## config.mk

```make
export PLATFORM = sky130hd
export DESIGN_NAME = gpm_pin_mux
export DESIGN_NICKNAME = d
export VERILOG_FILES = /design/src/gpm_pkg.sv /design/src/gpm_pin_mux.sv
export SDC_FILE = /design/constraint.sdc
export NUM_CORES = 1
export LEC_CHECK = 0
export ABC_CLOCK_PERIOD_IN_PS = 3000
export BUFFER_PORTS_ARGS = -buffer_cell sky130_fd_sc_hd__buf_2
export CAP_MARGIN = 0
export CORE_MARGIN = 2
export CORE_UTILIZATION = 25
export CTS_CLUSTER_SIZE = 16
export DETAILED_ROUTE_END_ITERATION = 10
export PLACE_DENSITY = 0.5
export SYNTH_ARGS = -nofsm -noshare
export SYNTH_HDL_FRONTEND = slang
export SYNTH_SLANG_ARGS = --single-unit
```

## constraint.sdc

```tcl
create_clock -name clock -period 3 [get_ports clock]
set_clock_uncertainty 0.15 [all_clocks]
set_input_delay 0.6 -clock clock [delete_from_list [all_inputs] [get_ports clock]]
set_output_delay 0.6 -clock clock [all_outputs]
set_load 0.005 [all_outputs]
```

## src/gpm_pkg.sv

```systemverilog
// Constants for the pin function multiplexer and edge detector.
// Assumes one 200 MHz clock and a byte-addressed Avalon-MM slave port.
package gpm_pkg;
    localparam int ADDR_W = 18;
    localparam int NUM_PINS = 8;
    localparam int PWM_W = 11;
    // Register indices; byte address is four times the index
    localparam logic [15:0] IDX_RISE0 = 16'hA028;
    localparam logic [15:0] IDX_RISE1 = 16'hA029;
    localparam logic [15:0] IDX_IRQ_CTRL = 16'hA02C;
    localparam logic [15:0] IDX_FALL0 = 16'hA038;
    localparam logic [15:0] IDX_P1_4 = 16'hA05C;
    localparam logic [15:0] IDX_P1_5 = 16'hA05D;
    localparam logic [15:0] IDX_P1_6 = 16'hA05E;
    localparam logic [15:0] IDX_P1_7 = 16'hA05F;
    localparam logic [15:0] IDX_P2_0 = 16'hA070;
    localparam logic [15:0] IDX_P2_1 = 16'hA071;
    localparam logic [15:0] IDX_P2_2 = 16'hA072;
    localparam logic [15:0] IDX_P2_3 = 16'hA073;
    localparam logic [7:0] REG_RESET = 8'h00;
    localparam logic [1:0] IRQ_RESET = 2'h0;
    // Field positions in a pin function register
    localparam logic [2:0] BIT_GPIO = 3'h0;
    localparam logic [2:0] BIT_GRP0 = 3'h1;
    localparam logic [2:0] BIT_TIMER = 3'h1;
    localparam logic [2:0] BIT_GRP1 = 3'h2;
    localparam logic [2:0] BIT_SPI = 3'h3;
    localparam logic [2:0] BIT_BUZ = 3'h4;
    localparam logic [2:0] BIT_ALT5 = 3'h5;
    localparam logic [2:0] BIT_ALT6 = 3'h6;
    localparam logic [2:0] BIT_PWM = 3'h7;
    // Pin slots: 0..3 are P1.4..P1.7, 4..7 are P2.0..P2.3
    localparam logic [7:0][7:0] FN_VALID = 64'hE8E8F8F8E0E8E8F8;
    localparam logic [7:0][3:0] PWM_MAP = 32'h5432A987;
endpackage

```

## src/gpm_pin_mux.sv

```systemverilog
// Pin function multiplexer for P1.4-P1.7 and P2.0-P2.3 with edge latches.
// Assumes pads outside resolve pad_out/pad_oe_n; pin inputs are asynchronous.
//
// The Avalon-MM slave port is this design's own decision.
module gpm_pin_mux (
    // Clock and reset
    input wire logic clock,
    input wire logic reset_n,
    // Avalon-MM slave
    input wire logic [gpm_pkg::ADDR_W-1:0] avs_address,
    input wire logic avs_read,
    input wire logic avs_write,
    input wire logic [3:0] avs_byteenable,
    input wire logic [31:0] avs_writedata,
    output logic [31:0] avs_readdata,
    output logic avs_waitrequest,
    // Pins
    input wire logic [7:0] port0_pin_in,
    input wire logic [7:0] port1_pin_in,
    input wire logic [3:0] port2_pin_in,
    output logic [7:0] pad_out,
    output logic [7:0] pad_oe_n,
    // Plain I/O core side
    input wire logic [7:0] gpio_out,
    input wire logic [7:0] gpio_oe_n,
    output logic [7:0] gpio_in,
    // Peripheral outputs to route
    input wire logic [gpm_pkg::PWM_W-1:0] pwm_out,
    input wire logic buzzer_out,
    input wire logic i2c_master_sda_low,
    input wire logic i2c_master_scl_low,
    input wire logic i2c_slave_b_sda_low,
    input wire logic i2c_slave_b_scl_low,
    input wire logic spi_miso_out,
    input wire logic spi_miso_oe_n,
    input wire logic spi_sck_out,
    input wire logic spi_sck_oe_n,
    input wire logic spi_mosi_out,
    input wire logic spi_mosi_oe_n,
    input wire logic enh_uart_tx,
    input wire logic base_uart_tx,
    // Peripheral inputs
    output logic i2c_master_sda_in,
    output logic i2c_master_scl_in,
    output logic i2c_slave_b_sda_in,
    output logic i2c_slave_b_scl_in,
    output logic spi_miso_in,
    output logic spi_sck_in,
    output logic spi_mosi_in,
    output logic spi_ssn_in,
    output logic enh_uart_rx,
    output logic base_uart_rx,
    output logic timer_a_in,
    output logic timer_b_in,
    output logic timer_c_in,
    output logic timer_c_ext_in,
    // Interrupt and wake
    output logic pin_irq_group0,
    output logic pin_irq_group1,
    output logic pin_irq,
    output logic wake_event
);
    import gpm_pkg::*;

    logic [7:0] cfg [NUM_PINS];
    logic [7:0] rise_en0, rise_en1, fall_en0;
    logic [7:0] rise_st0, rise_st1, fall_st0;
    logic [1:0] irq_en;
    logic [7:0] p0_s1, p0_s2, p0_s3, p1_s1, p1_s2, p1_s3;
    logic [3:0] p2_s1, p2_s2;
    logic [7:0] mux_sync;
    logic [7:0] rise0_evt, rise1_evt, fall0_evt;
    logic [7:0] next_rise_st0, next_rise_st1, next_fall_st0;
    logic wr_ok, wr_rise0, wr_rise1, wr_fall0;
    logic [7:0] wdata;
    logic [7:0] next_pad_out, next_pad_oe_n;
    logic next_m_sda, next_m_scl, next_s_sda, next_s_scl;
    logic next_miso, next_sck, next_mosi, next_ssn, next_enh_rx, next_base_rx;
    logic next_tmr_a, next_tmr_b, next_tmr_c, next_tmr_cx, next_grp0, next_grp1;
    logic [2:0] fn;
    logic [7:0] rdata;

    // Address match on an aligned word
    function automatic logic hit(input logic [ADDR_W-1:0] a, input logic [15:0] idx);
        return a == {idx, 2'b00};
    endfunction

    // Highest valid function bit among 7..3, else 0
    function automatic logic [2:0] pick(input logic [7:0] c, input logic [7:0] v);
        logic [2:0] r;
        r = BIT_GPIO;
        for (int b = 3; b < 8; b++) begin
            if (c[b] && v[b]) begin
                r = 3'(b);
            end
        end
        return r;
    endfunction

    // Slot index of a pin function register, or -1
    function automatic int slot(input logic [ADDR_W-1:0] a);
        int s;
        s = -1;
        if (hit(a, IDX_P1_4)) s = 0;
        if (hit(a, IDX_P1_5)) s = 1;
        if (hit(a, IDX_P1_6)) s = 2;
        if (hit(a, IDX_P1_7)) s = 3;
        if (hit(a, IDX_P2_0)) s = 4;
        if (hit(a, IDX_P2_1)) s = 5;
        if (hit(a, IDX_P2_2)) s = 6;
        if (hit(a, IDX_P2_3)) s = 7;
        return s;
    endfunction

    // Write strobe: the edge where the master sees waitrequest low
    assign wr_ok = avs_write && !avs_waitrequest && avs_byteenable[0];
    assign wdata = avs_writedata[7:0];
    assign wr_rise0 = wr_ok && hit(avs_address, IDX_RISE0);
    assign wr_rise1 = wr_ok && hit(avs_address, IDX_RISE1);
    assign wr_fall0 = wr_ok && hit(avs_address, IDX_FALL0);

    // Bus handshake: one wait cycle, then a one-cycle answer
    always_ff @(posedge clock) begin
        if (!reset_n) begin
            avs_waitrequest <= 1'b1;
        end else begin
            avs_waitrequest <= !((avs_read || avs_write) && avs_waitrequest);
        end
    end

    // Read mux; unmapped addresses read zero, status instead of enables
    always_comb begin
        rdata = REG_RESET;
        if (hit(avs_address, IDX_RISE0)) rdata = rise_st0;
        if (hit(avs_address, IDX_RISE1)) rdata = rise_st1;
        if (hit(avs_address, IDX_FALL0)) rdata = fall_st0;
        if (hit(avs_address, IDX_IRQ_CTRL)) rdata = {6'h00, irq_en};
        if (slot(avs_address) >= 0) rdata = cfg[slot(avs_address)];
    end

    // Read data captured while waitrequest is high, stands in the answer cycle
    always_ff @(posedge clock) begin
        if (!reset_n) begin
            avs_readdata <= 32'h00000000;
        end else if (avs_read && avs_waitrequest) begin
            avs_readdata <= {24'h000000, rdata};
        end
    end

    // Pin function registers, all reset to zero
    always_ff @(posedge clock) begin
        if (!reset_n) begin
            for (int i = 0; i < NUM_PINS; i++) cfg[i] <= REG_RESET;
        end else if (wr_ok && slot(avs_address) >= 0) begin
            cfg[slot(avs_address)] <= wdata;
        end
    end

    // Edge enables and port interrupt enables
    always_ff @(posedge clock) begin
        if (!reset_n) begin
            rise_en0 <= REG_RESET;
            rise_en1 <= REG_RESET;
            fall_en0 <= REG_RESET;
            irq_en <= IRQ_RESET;
        end else begin
            if (wr_rise0) rise_en0 <= wdata;
            if (wr_rise1) rise_en1 <= wdata;
            if (wr_fall0) fall_en0 <= wdata;
            if (wr_ok && hit(avs_address, IDX_IRQ_CTRL)) irq_en <= wdata[1:0];
        end
    end

    // Two-stage synchronisers plus a previous-sample stage for edges
    always_ff @(posedge clock) begin
        if (!reset_n) begin
            {p0_s1, p0_s2, p0_s3} <= 24'h000000;
            {p1_s1, p1_s2, p1_s3} <= 24'h000000;
            {p2_s1, p2_s2} <= 8'h00;
        end else begin
            p0_s1 <= port0_pin_in;
            p0_s2 <= p0_s1;
            p0_s3 <= p0_s2;
            p1_s1 <= port1_pin_in;
            p1_s2 <= p1_s1;
            p1_s3 <= p1_s2;
            p2_s1 <= port2_pin_in;
            p2_s2 <= p2_s1;
        end
    end

    assign mux_sync = {p2_s2, p1_s2[7:4]};
    // Rising detectors on ports 0 and 1, a falling detector on port 0 only
    assign rise0_evt = p0_s2 & ~p0_s3 & rise_en0;
    assign rise1_evt = p1_s2 & ~p1_s3 & rise_en1;
    assign fall0_evt = ~p0_s2 & p0_s3 & fall_en0;

    // Clear by writing a zero enable; a same-cycle event wins over the clear
    always_comb begin
        next_rise_st0 = rise_st0;
        next_rise_st1 = rise_st1;
        next_fall_st0 = fall_st0;
        if (wr_rise0) next_rise_st0 = rise_st0 & wdata;
        if (wr_rise1) next_rise_st1 = rise_st1 & wdata;
        if (wr_fall0) next_fall_st0 = fall_st0 & wdata;
        next_rise_st0 = next_rise_st0 | rise0_evt;
        next_rise_st1 = next_rise_st1 | rise1_evt;
        next_fall_st0 = next_fall_st0 | fall0_evt;
    end

    // Status latches, interrupt and wake all move on the same edge
    always_ff @(posedge clock) begin
        if (!reset_n) begin
            rise_st0 <= REG_RESET;
            rise_st1 <= REG_RESET;
            fall_st0 <= REG_RESET;
            pin_irq <= 1'b0;
            wake_event <= 1'b0;
        end else begin
            rise_st0 <= next_rise_st0;
            rise_st1 <= next_rise_st1;
            fall_st0 <= next_fall_st0;
            pin_irq <= (irq_en[0] && |(next_rise_st0 | next_fall_st0))
                || (irq_en[1] && |next_rise_st1);
            wake_event <= |(rise0_evt | rise1_evt | fall0_evt);
        end
    end

    // Pad drive and peripheral input routing; open-drain pins only pull low
    always_comb begin
        next_pad_out = 8'hFF;
        next_pad_oe_n = 8'hFF;
        {next_m_sda, next_m_scl, next_s_sda, next_s_scl} = 4'hF;
        {next_ssn, next_enh_rx, next_base_rx} = 3'h7;
        {next_miso, next_sck, next_mosi} = 3'h0;
        {next_tmr_a, next_tmr_b, next_tmr_c, next_tmr_cx} = 4'h0;
        next_grp0 = 1'b0;
        next_grp1 = 1'b0;
        fn = BIT_GPIO;
        for (int i = 0; i < NUM_PINS; i++) begin
            fn = pick(cfg[i], FN_VALID[i]);
            case (fn)
                BIT_PWM: begin
                    next_pad_out[i] = pwm_out[PWM_MAP[i]];
                    next_pad_oe_n[i] = 1'b0;
                end
                BIT_ALT6: begin
                    case (i % 4)
                        0: begin
                            next_pad_out[i] = 1'b0;
                            next_pad_oe_n[i] = !i2c_master_sda_low;
                            next_m_sda = next_m_sda & mux_sync[i];
                        end
                        1: begin
                            next_pad_out[i] = 1'b0;
                            next_pad_oe_n[i] = !i2c_master_scl_low;
                            next_m_scl = next_m_scl & mux_sync[i];
                        end
                        2: next_enh_rx = next_enh_rx & mux_sync[i];
                        default: begin
                            next_pad_out[i] = enh_uart_tx;
                            next_pad_oe_n[i] = 1'b0;
                        end
                    endcase
                end
                BIT_ALT5: begin
                    case (i % 4)
                        0: begin
                            next_pad_out[i] = 1'b0;
                            next_pad_oe_n[i] = !i2c_slave_b_sda_low;
                            next_s_sda = next_s_sda & mux_sync[i];
                        end
                        1: begin
                            next_pad_out[i] = 1'b0;
                            next_pad_oe_n[i] = !i2c_slave_b_scl_low;
                            next_s_scl = next_s_scl & mux_sync[i];
                        end
                        2: next_base_rx = next_base_rx & mux_sync[i];
                        default: begin
                            next_pad_out[i] = base_uart_tx;
                            next_pad_oe_n[i] = 1'b0;
                        end
                    endcase
                end
                BIT_BUZ: begin
                    next_pad_out[i] = buzzer_out;
                    next_pad_oe_n[i] = 1'b0;
                end
                BIT_SPI: begin
                    case (i % 4)
                        0: begin
                            next_pad_out[i] = spi_miso_out;
                            next_pad_oe_n[i] = spi_miso_oe_n;
                            next_miso = next_miso | mux_sync[i];
                        end
                        1: begin
                            next_pad_out[i] = spi_sck_out;
                            next_pad_oe_n[i] = spi_sck_oe_n;
                            next_sck = next_sck | mux_sync[i];
                        end
                        2: begin
                            next_pad_out[i] = spi_mosi_out;
                            next_pad_oe_n[i] = spi_mosi_oe_n;
                            next_mosi = next_mosi | mux_sync[i];
                        end
                        default: next_ssn = next_ssn & mux_sync[i];
                    endcase
                end
                default: begin
                    // Timer inputs rank below 7..3; bit 2 on port 2 is unused
                    if (i >= 4 && cfg[i][BIT_TIMER]) begin
                        case (i)
                            4: next_tmr_b = mux_sync[i];
                            5: next_tmr_c = mux_sync[i];
                            6: next_tmr_cx = mux_sync[i];
                            default: next_tmr_a = mux_sync[i];
                        endcase
                    end
                    if (cfg[i][BIT_GPIO]) begin
                        next_pad_out[i] = gpio_out[i];
                        next_pad_oe_n[i] = gpio_oe_n[i];
                    end
                end
            endcase
            // Group selects sit beside any function, so several pins OR together
            if (i < 4) begin
                next_grp0 = next_grp0 | (cfg[i][BIT_GRP0] & mux_sync[i]);
                next_grp1 = next_grp1 | (cfg[i][BIT_GRP1] & mux_sync[i]);
            end
        end
    end

    // Registered pads and peripheral inputs; pads released during reset
    always_ff @(posedge clock) begin
        if (!reset_n) begin
            pad_out <= 8'hFF;
            pad_oe_n <= 8'hFF;
            gpio_in <= 8'h00;
            {i2c_master_sda_in, i2c_master_scl_in} <= 2'h3;
            {i2c_slave_b_sda_in, i2c_slave_b_scl_in} <= 2'h3;
            {spi_ssn_in, enh_uart_rx, base_uart_rx} <= 3'h7;
            {spi_miso_in, spi_sck_in, spi_mosi_in} <= 3'h0;
            {timer_a_in, timer_b_in, timer_c_in, timer_c_ext_in} <= 4'h0;
            pin_irq_group0 <= 1'b0;
            pin_irq_group1 <= 1'b0;
        end else begin
            pad_out <= next_pad_out;
            pad_oe_n <= next_pad_oe_n;
            gpio_in <= mux_sync;
            {i2c_master_sda_in, i2c_master_scl_in} <= {next_m_sda, next_m_scl};
            {i2c_slave_b_sda_in, i2c_slave_b_scl_in} <= {next_s_sda, next_s_scl};
            {spi_ssn_in, enh_uart_rx, base_uart_rx} <= {next_ssn, next_enh_rx, next_base_rx};
            {spi_miso_in, spi_sck_in, spi_mosi_in} <= {next_miso, next_sck, next_mosi};
            {timer_a_in, timer_b_in, timer_c_in, timer_c_ext_in} <=
                {next_tmr_a, next_tmr_b, next_tmr_c, next_tmr_cx};
            pin_irq_group0 <= next_grp0;
            pin_irq_group1 <= next_grp1;
        end
    end
endmodule

```

Word-level counts from Yosys, hierarchy flattened
Memories as Yosys holds them, arrays and structs flattened.
Cells that the tools add are included.
W data, S select, Z words.

word-level totals
  output and inout bits = 75
  memory bits (read-only) = 0
  bits in latches = 0
  memories = 1
  flip-flop bits (word level) = 157
  memory bits (writable) = 64

memories
  name  words  bits a word  rd ports  clocked after memory_dff  write ports  line               text
  cfg   8      8            9         0                         8            gpm_pin_mux.sv:65  logic [7:0] cfg [NUM_PINS];

cells by class
  multiplexer cells = 113
  bitwise gates (word level) = 47
  shifts and indexed selects = 0
  reduce and logical (&&, ||, !) cells = 41
  add/sub/neg operators = 0
  equal/unequal tests = 52
  $mul = 0
  magnitude comparators = 2
  divide/modulo/power cells = 0

operators by type and width
  cell                    count
  $mux W32                9
  $eq A18 B18 Y1 const B  12
  $eq A3 B3 Y1 const B    32
  $mux W3                 31
  $and A8 B8 Y8           9
  $mux W8                 9
  $ge A32 B1 Y1 const B   2
  $or A8 B8 Y8            6
  $mux W1                 41
  $pmux W1 S4             10
  $reduce_or A8 Y1        4
  $reduce_or A7 Y1        4
  $eq A3 B2 Y1 const B    8
  $not A8 Y8              3
  $reduce_or A2 Y1        12
  $and A1 B1 Y1           15
  $mux W2                 7
  $logic_and A1 B1 Y1     11
  $pmux W1 S5             2
  $or A1 B1 Y1            9
  $reduce_or A4 Y1        2
  $logic_not A1 Y1        6
  $pmux W1 S3             2
  $not A1 Y1              5
  other kinds (2)         4

Depth between registers and ports, before layout
Gate-level depths: netlist (run 1).

  word-level depth = 17
  gate-level depth with buffers = 11
  gate-level depth less buffers = 7

Least setup slack after synthesis (run 1)
No wires, ideal clock.

  path type = input to register
  start = in avs_address[11] in the netlist's numbering
  end = mem cfg[6][0], enable pin
  stages on the path = 9
  setup slack = 78 ps
  arrival time = 2470 ps
  path through = nor4_4 -> nand4_2 -> nor2_2 -> nor2b_1 -> clkbuf_1 -> and4_1 -> buf_2 -> nor2b_1 -> nand2b_1

RTL lines
  what                line               text
  start: declaration  gpm_pin_mux.sv:10  input wire logic [gpm_pkg::ADDR_W-1:0] avs_address,
  end: declaration    gpm_pin_mux.sv:65

Worst setup path after layout (run 1)
  start = in avs_address[4] in the netlist's numbering
  end = reg avs_readdata[5]

on the way
  longest elaborated chain between the ends = 12
  elaborated cells between the ends (all ways) = 28
  those cells by class = 1 x order compare; 12 x eq/ne; 14 x mux; 1 x memory

RTL lines
  what                                                    line                text
  branches (longest 11 deep; another with $ge A32 B1 Y1)  n/a
  $mux W8 (*)                                             gpm_pin_mux.sv:138  if (slot(avs_address) >= 0) rdata = cfg[slot(avs_address)];
  end signal: assignment                                  gpm_pin_mux.sv:146  avs_readdata <= {24'h000000, rdata};
  end: declaration                                        gpm_pin_mux.sv:15   output logic [31:0] avs_readdata,

Mark *: on every way between the ends. The select of a mux whose other input is x is not followed.
A chain may end at the register's enable or synchronous reset.

==> run_results.csv, run 1 <==
group,metric,value,unit
status,status,"finished clean",
place,place_inst,1490,
detailed_routing,drc,0,
setup_path,timing.rr.start,"avs_waitrequest",
power,pwr-share-clk,0.462,
global_routing,grt_pass1_wl,42520,um
die,io_pins,193,
clocking,h-tree-depth,1,
final_layout,layout_commonest_cell,"dfxtp_1",
detailed_routing,met1_length,12470,um
synth,ys.flop_type,"dfxtp_1",
detailed_routing,wl_per_cell,18.52,um
setup_path,worstSetupEndpointType,"flip-flop",
clocking,cts_buffer_depth,3,
clocking,clk_latency,0.53,ns
sta,max_slew_margin,0.5474,
sta,grt_setup_unrepaired,"no",
synth,ys_seq_area_frac,0.5480,
setup_path,critical_path.slowest_cell,"mux4_2",
detailed_routing,ant_nets,0,
global_routing,grt_start_max_net_pins,45,
clocking,cts_tree,"built",
power,peakVddDrop,442.4,uV
final_layout,largest_reg_flops,64,
power,p_sw,1543,uW
sta,final.setup.tns,0,ns
final_layout,fin_nets,1175,
setup_path,cp_max_fo,7,
die,dieArea,37930,um^2
die,start_util,0.2545,
place,place_congestion,0.8186,
setup_path,worstSetupPathType,"input port to flip-flop",
sta,worst_pin_slew,0.6727,ns
synth,syn_inst,888,
synth,syn_avg_cell_area,10.24,um^2
detailed_routing,via_count,7214,
detailed_routing,wl_met3,2223,um
final_layout,largest_register,"cfg",
power,p_int,5048,uW
setup_path,worstReg2RegEnd,"pin_irq",
global_routing,grt_overflow_total,0,
detailed_routing,avgViaCountPerCell,4.700,
sta,max_freq,401.9,MHz
clocking,hold_buffers,0,
detailed_routing,drt_iter0_markers,688,
die,fp-row-count,69,
place,io_buffers,138,
die,die_x,194.8,um
detailed_routing,top_layer,"met4",
min_path,hp-class,"input port to flip-flop",
power,power.leakage,0.004490,uW
setup_path,path_cells,"buf_2 -> or3b_4 -> a21oi_4 -> and2b_1 -> buf_12 -> mux4_2 -> a222oi_1 -> nand2b_1 -> a31oi_1",
clocking,cts_resized,0,
power,p_sw_frac,0.2342,
synth,yosysUniqueCellTypes,62,
die,fp.coreArea,35740,um^2
power,seqPwrFrac,0.481,
setup_path,cp-start-kind,"input port",
setup_path,cp.arrival,2.74,ns
sta,hold_viol,0,
final_layout,drive_gt1_frac,0.2349,
setup_path,slowest_delay,0.54,ns
synth,yosysWarningCount,0,
place,place_hpwl,20690,um
synth,synth_edf_count,64,
sta,timing.final.crit_period,2.488,ns
global_routing,grt_usage,0.1458,
global_routing,grt_pass1_vias,7069,
detailed_routing,wl_met2,13170,um
detailed_routing,wirelength,28430,um
power,combPwrFrac,0.057,
global_routing,antenna_found_initial,1,
synth,synth-seq-cells,217,
min_path,min_to,"p1_s1[6]",
min_path,hp-start,"port1_pin_in[6]",
flow_run,drv_cap,0,
sta,period_share,0.8293,
die,fp.dieH,194.8,um
setup_path,cp.required,3.25,ns
setup_path,worstRegToRegCells,7,
clocking,cts_setup_buffers,0,
min_path,hold_depth,2,
clocking,cts-buffers-inserted,26,
setup_path,rrSetupSlack,0.58,ns
final_layout,layout_common_cells,"dfxtp_1 (153), buf_2 (138), and2_1 (100)",
synth,async_flop_share,0,
clocking,clk_pin_slew_worst_paths,0.06,ns
sta,drv_slew,0,
clocking,clkSinkCount,217,
power,power_density,584.2,nW/um^2
final_layout,area_growth,24.04,%
sta,setup-violations-final,0,
final_layout,fin_cells,1535,
sta,holdWs,0.1168,ns
synth,netlist_area,9096,um^2
clocking,root_buffer,"clkbuf_16",
detailed_routing,dr.pass1.iters,6,
cell type report:
type | count | area [um^2]
clock inverter | 10 | 121.4
fill | 3710 | 24460
multi-input combinational | 609 | 3749
inverter | 12 | 45.04
antenna | 1 | 2.502
sequential | 217 | 4985
clock buffer | 34 | 690.7
timing repair buffer | 191 | 1114
tap | 461 | 576.8
stage by stage:
step | setup slack, ns | utilization | instance area [um^2] | total power, uW
2_1_floorplan | 0.07786 | - | 9183 | 3406
3_5_place_dp | -0.04235 | 0.2929 | 10470 | 3610
4_1_cts | 0.5361 | 0.3156 | 11280 | 6701
6_report | 0.5120 | 0.3157 | 11280 | 6592
3_3_place_gp | -0.05117 | 0.2929 | 10470 | 3607
5_1_grt | 0.3968 | 0.3156 | 11280 | 6837
routing by layer:
layer  vias up  track usage
met2       275       0.2396
met3        38      0.03592
li1       3486            -
met4         0      0.03506
met5         -            0
met1      3415       0.1927
Yosys cell counts, types with 3 or more instances:
cell,number,area share
buf_2,5,0.0028
clkbuf_1,37,0.015
and2_1,100,0.069
nand2_1,91,0.038
mux2_2,12,0.015
mux2i_1,8,0.0088
o221ai_1,3,0.0029
nor4_1,7,0.0048
nand3b_1,24,0.020
a221oi_1,6,0.0058
o21ai_0,45,0.025
buf_4,29,0.024
nand3_1,5,0.0028
nor3b_1,12,0.0099
nor2b_1,12,0.0083
a31oi_1,9,0.0062
mux4_2,6,0.015
nand2b_1,13,0.0089
o31ai_1,13,0.011
nand4_1,13,0.0089
and3_1,28,0.019
a22oi_1,7,0.0058
nor4b_1,9,0.0087
inv_1,12,0.0050
or3_1,5,0.0034
dfxtp_1,153,0.34
nor2_1,24,0.0099
a21o_1,4,0.0033
a211oi_1,3,0.0025
edfxtp_1,64,0.21
nor3_1,15,0.0083
a222oi_1,7,0.0077
a21oi_1,66,0.036
critical path, delay by kind of cell:
kind / cells / cell delay [ns]
mux: 1 / 0.54
simple gates: 3 / 0.80
compound gates: 3 / 0.53
buf+inv: 2 / 0.26
power by group through the flow:
stage | clock network [uW] | logic [uW] | registers, uW
floorplan | 0 | 202 | 3200
CTS | 3150 | 379 | 3170
global route | 3250 | 412 | 3180
global placement | 0 | 376 | 3230
finish | 3050 | 375 | 3170
detailed placement | 0 | 378 | 3230
kinds of logic (layout without fill, tap and decap cells):
group                  Yosys count  count (layout)  synth area share
AOI/OAI and AO/OA              181             181            0.1228
buffers and inverters           85             247           0.04938
DFF                            217             217            0.5480
muxes                           28              28           0.04099
other                            1              25         0.0004123
and+or+nand+nor                376             376            0.2384
how the worst max path moves through the flow:
stage	start	endpoint	slack (ns)	depth (start not counted)
6_report	avs_address[4]	avs_readdata[5]	0.51	9
5_1_grt	avs_address[6]	cfg[6][2]	0.40	9
2_1_floorplan	avs_address[11]	cfg[6][0]	0.08	9
3_5_place_dp	avs_address[11]	avs_readdata[5]	-0.04	9
3_3_place_gp	avs_address[1]	pin_irq	-0.05	9
4_1_cts	avs_address[11]	avs_readdata[5]	0.54	9
No activity file was read; power rests on OpenSTA's default activity.
==> run 2: changes to the inputs <==
Settings changed: ABC_CLOCK_PERIOD_IN_PS 3000 to 2100.
Clock period 3 ns to 2.1 ns, I/O delays scaled along.
==> run 2 against run 1 <==
The flow now finishes with violations (setup timing). First-iteration DRC count fell by 25%. Critical endpoint is now avs_readdata[7]. Worst setup slack got worse by 0.63 ns. Non-clock buffer count rose by 82.
==> run_results.csv, run 2 (synthesis results as in run 1) <==
group,metric,value,unit
setup_path,timing.rr.start,"avs_waitrequest",
min_path,hold_depth,3,
setup_path,path_cells,"buf_6 -> nor4_4 -> nand4_4 -> and2b_1 -> buf_12 -> buf_4 -> mux2_4 -> a222oi_1 -> nand2b_1 -> a31oi_1",
die,fp-row-count,69,
setup_path,worstSetupEndpointType,"flip-flop",
place,place_congestion,0.8801,
power,peakVddDrop,618.2,uV
final_layout,antenna_cells,0,
setup_path,worstSetupPathType,"input port to flip-flop",
global_routing,grt_overflow_total,0,
sta,hold_viol,0,
power,power.leakage,0.005018,uW
global_routing,grt_pass1_vias,7415,
clocking,clk_latency,0.53,ns
global_routing,grt_start_max_net_pins,83,
power,power_density,795.2,nW/um^2
die,io_pins,193,
setup_path,worstRegToRegCells,8,
min_path,hp-start,"gpio_out[7]",
detailed_routing,drt_iter0_markers,517,
final_layout,largest_reg_flops,64,
detailed_routing,wirelength,30210,um
clocking,cts_buffer_depth,3,
die,dieArea,37930,um^2
final_layout,area_growth,36.53,%
die,start_util,0.2545,
sta,max_freq,450.5,MHz
final_layout,ff_latch_area,4986,um^2
detailed_routing,wl_per_cell,18.65,um
status,status,"complete, but fails checks",
setup_path,cp_max_fo,11,
min_path,hp-class,"input port to flip-flop",
clocking,h-tree-depth,1,
clocking,clk_pin_slew_worst_paths,0.06,ns
sta,setup-violations-final,7,
place,place_inst,1543,
place,place_hpwl,22530,um
clocking,root_buffer,"clkbuf_16",
sta,drv_slew,0,
final_layout,fillers,3632,
global_routing,grt_pass1_wl,44940,um
final_layout,layout_common_cells,"dfxtp_1 (152), buf_2 (135), buf_4 (103)",
sta,grt_setup_unrepaired,"yes",
die,fp.dieH,194.8,um
global_routing,antenna_found_initial,2,
detailed_routing,dr.pass1.iters,5,
setup_path,critical_path.slowest_cell,"nor4_4",
final_layout,drive_gt1_frac,0.3054,
sta,worst_pin_slew,0.5572,ns
detailed_routing,drc,0,
final_layout,layout_commonest_cell,"dfxtp_1",
status,violations,"setup timing",
final_layout,fin_nets,1257,
die,fp.coreArea,35740,um^2
final_layout,multi_input_area,4058,um^2
detailed_routing,avgViaCountPerCell,4.723,
die,die_x,194.8,um
sta,holdWs,0.02351,ns
clocking,cts_tree,"built",
sta,max_slew_margin,0.6189,
clocking,cts-buffers-inserted,26,
sta,period_share,1.057,
clocking,clkSinkCount,217,
flow_run,drv_cap,0,
global_routing,grt_usage,0.1535,
setup_path,cp-start-kind,"input port",
place,place_ws,-0.6381,ns
sta,setup_ws,-0.1199,ns
detailed_routing,via_count,7652,
place,io_buffers,138,
min_path,min_to,"pad_out[7]",
final_layout,fin_cells,1620,
detailed_routing,ant_nets,0,
setup_path,cp.required,2.36,ns
final_layout,largest_register,"cfg",
sta,timing.final.crit_period,2.220,ns
setup_path,rrSetupSlack,-0.05,ns
setup_path,cp.arrival,2.48,ns
setup_path,worstReg2RegEnd,"pin_irq",
setup_path,slowest_delay,0.35,ns
-- run 2: changes by cell type in the layout (fill, tap and decap cells not counted), sizes merged --
cell         delta
buf            +56
clkbuf          +2
clkinv          +2
diode           -1
dlygate4sd3    +26
-- run 2: worst max-delay path by stage --
| stage | cells after the start | endpoint | startpoint | slack, ns |
|---|---|---|---|---|
| floorplan | 9 | avs_readdata[3] | avs_address[5] | -0.46 |
| global placement | 9 | pin_irq | avs_address[12] | -0.63 |
| detailed placement | 9 | avs_readdata[7] | avs_address[12] | -0.64 |
| CTS | 9 | avs_readdata[7] | avs_address[11] | -0.06 |
| global route | 8 | pin_irq | avs_waitrequest | -0.19 |
| finish | 10 | avs_readdata[7] | avs_address[11] | -0.12 |
-- run 2: layout make-up --
class | count | area share
sequential | 217 | 0.4015
multi-input combinational | 609 | 0.3267
timing repair buffer | 273 | 0.1486
clock buffer | 36 | 0.06287
tap | 461 | 0.04644
clock inverter | 12 | 0.01028
inverter | 12 | 0.003627
-- run 2: stage by stage --
| stage | cell area, um^2 | power (uW) | util | setup TNS [ns] |
|---|---|---|---|---|
| floorplan | 9353 | 4883 | - | -20.85 |
| global placement | 11040 | 5228 | 0.3090 | -48.98 |
| detailed placement | 11040 | 5229 | 0.3090 | -50.69 |
| CTS | 12330 | 10010 | 0.3450 | -0.1819 |
| global route | 12420 | 10220 | 0.3475 | -1.183 |
| finish | 12420 | 9876 | 0.3475 | -0.4618 |
-- run 2: report_power, final --
group	switching (uW)	total, uW	internal [uW]	leakage (uW)
Combinational	353	656	303	0.00266
Clock	1840	4690	2860	0.000450
Sequential	95.5	4530	4430	0.00191
-- run 2: repair_timing --
action,4_1_cts,5_1_grt
hold buffers,26,0
gates resized for setup,30,17
hold endpoints to repair,26,0
buffers inserted,2,1
pin swaps,5,9
endpoints found under the setup margin,7,12
gates cloned,0,1
-- run 2: metal layers --
metal | track usage | up-vias | routed length [um]
li1 | - | 3650 | -
met1 | 0.1979 | 3689 | 13230
met2 | 0.2521 | 252 | 14020
met3 | 0.04060 | 57 | 2193
met4 | 0.04524 | 4 | 735
met5 | 0 | - | 21
-- run 2: worst max-delay path, delay by kind of cell --
kind | cells | cell delay [ns]
AND/OR/NAND/NOR | 4 | 0.94
AO/OA/AOI/OAI | 2 | 0.43
buffers and inverters | 3 | 0.39
multiplexers | 1 | 0.30
==> run 3: changes to the inputs <==
Settings changed: CELL_PAD_IN_SITES_DETAIL_PLACEMENT set to 0, CELL_PAD_IN_SITES_GLOBAL_PLACEMENT set to 1, PLACE_DENSITY 0.5 to 0.6.
==> run 3 against run 2 <==
The flow still finishes with violations (setup timing). Hold slack worse by 0.010 ns. Sequential power about the same. Via count is 1.1% lower. Critical path depth shrank 1. Worst setup slack gained 0.049 ns. Sequential cell count unchanged. Count of clock-buffer cells in the layout down 2. Non-clock buffer count fell by 3. Maximum frequency rose by 2.2%. Final area down 1.5%. Sequential share of layout area is 0.61 points higher. Final cell count decreased by 0.19%.
==> run_results.csv, run 3 (synthesis results as in run 1) <==
group,metric,value,unit
status,status,"complete, but fails checks",
status,violations,"setup timing",
setup_path,cp-start-kind,"input port",
power,peakVddDrop,517.4,uV
min_path,hp-class,"input port to flip-flop",
detailed_routing,avgViaCountPerCell,4.678,
sta,worst_pin_slew,0.5962,ns
final_layout,fillers,3693,
sta,final.setup.tns,-0.2415,ns
place,place_congestion,0.8768,
power,power_density,775.0,nW/um^2
final_layout,largest_register,"cfg",
final_layout,layout_common_cells,"dfxtp_1 (153), buf_2 (135), buf_4 (101)",
power,power.leakage,0.004935,uW
clocking,cts_buffer_depth,3,
sta,max_freq,460.6,MHz
place,place_inst,1540,
detailed_routing,ant_nets,0,
place,io_buffers,138,
place,postPlaceCellArea,11020,um^2
global_routing,grt_usage,0.1569,
place,place_hpwl,22870,um
global_routing,grt_pass1_vias,7450,
die,fp-row-count,69,
detailed_routing,wl_per_cell,18.88,um
setup_path,rrSetupSlack,-0.03,ns
die,fp.dieH,194.8,um
detailed_routing,drc,0,
final_layout,drive_gt1_frac,0.2950,
final_layout,largest_reg_flops,64,
clocking,cts-buffers-inserted,26,
global_routing,grt_pass1_wl,45820,um
final_layout,fin_cells,1617,
clocking,clk_pin_slew_worst_paths,0.06,ns
sta,max_slew_margin,0.5989,
detailed_routing,drt_iter0_markers,575,
final_layout,ff_latch_area,4985,um^2
sta,setup_ws,-0.07109,ns
clocking,cts_tree,"built",
global_routing,grt_overflow_total,0,
final_layout,final_area,12230,um^2
die,io_pins,193,
die,start_util,0.2545,
clocking,clk_latency,0.53,ns
sta,drv_slew,0,
final_layout,area_growth,34.46,%
sta,period_share,1.034,
die,dieArea,37930,um^2
flow_run,drv_cap,0,
setup_path,worstSetupPathType,"input port to flip-flop",
final_layout,layout_commonest_cell,"dfxtp_1",
sta,holdWs,0.01308,ns
setup_path,cp_max_fo,7,
setup_path,cp.required,2.37,ns
detailed_routing,via_count,7565,
setup_path,cp.arrival,2.44,ns
clocking,clkSinkCount,217,
die,die_x,194.8,um
global_routing,grt_start_max_net_pins,42,
detailed_routing,dr.pass1.iters,6,
sta,grt_setup_unrepaired,"yes",
clocking,h-tree-depth,1,
final_layout,fin_nets,1254,
sta,timing.final.crit_period,2.171,ns
sta,setup-violations-final,6,
final_layout,antenna_cells,0,
clocking,root_buffer,"clkbuf_16",
final_layout,multi_input_area,3989,um^2
global_routing,antenna_found_initial,1,
setup_path,worstSetupEndpointType,"flip-flop",
detailed_routing,wirelength,30540,um
sta,hold_viol,0,
die,fp.coreArea,35740,um^2
-- run 3: cell types whose count changed in the layout (fill, tap and decap cells not counted), moves of 3 or more --
cell,before,now
clkinv_1,0,3
o21ai_1,15,6
o31ai_4,7,0
clkbuf_8,5,1
clkinv_2,5,9
clkbuf_1,3,6
o21ai_0,31,39
o31ai_2,5,12
-- run 3: area by class of cell --
| cell class | count | share of cell area |
|---|---|---|
| Sequential cell | 217 | 0.4076 |
| Multi-Input combinational cell | 609 | 0.3261 |
| Timing Repair Buffer | 270 | 0.1495 |
| Clock buffer | 34 | 0.05821 |
| Tap cell | 461 | 0.04716 |
| Clock inverter | 14 | 0.007775 |
| Inverter | 12 | 0.003683 |
-- run 3: worst max-delay path: stages --
cell	delay (ns)
buf_6	0.10
nor4_4	0.34
nand4_4	0.14
and2b_4	0.30
buf_12	0.13
mux4_2	0.51
a222oi_1	0.27
nand2b_1	0.16
a31oi_1	0.07
-- run 3: worst paths after layout --
check                                      from               to  depth (start not counted)
worst max register to register  avs_waitrequest          pin_irq                          8
worst max-delay path            avs_address[11]  avs_readdata[5]                          9
worst min-delay path                gpio_out[7]       pad_out[7]                          3
worst min register to register         p1_s1[6]         p1_s2[6]                          1
-- run 3: what timing repair did --
action / CTS / global route
endpoints found under the setup margin: 5 / 18
pin swaps: 5 / 4
resized for setup: 11 / 17
hold buffers: 26 / 0
buffers inserted: 3 / 0
gates cloned: 1 / 0
hold endpoints to repair: 26 / 0
-- run 3: report_power, final --
| part | total, uW | switching [uW] | internal (uW) |
|---|---|---|---|
| sequential | 4530 | 94.7 | 4430 |
| clock | 4300 | 1790 | 2500 |
| combinational | 656 | 353 | 303 |
| total | 9480 | 2240 | 7240 |
-- run 3: per-layer routing --
metal	GRT usage	part of all wire	wire (um)	vias up
met5	0	0.00036	11	-
met4	0.04891	0.028	862	2
met3	0.03904	0.077	2352	54
met2	0.2494	0.45	13800	287
met1	0.2097	0.44	13510	3574
li1	-	-	-	3648
-- run 3: stage by stage --
| step | total power, uW | util | setup WS (ns) |
|---|---|---|---|
| floorplan | 4883 | - | -0.4562 |
| global placement | 5235 | 0.3083 | -0.6242 |
| detailed placement | 5236 | 0.3083 | -0.6680 |
| CTS | 9583 | 0.3409 | -0.07291 |
| global route | 9831 | 0.3422 | -0.1706 |
| finish | 9479 | 0.3422 | -0.07109 |
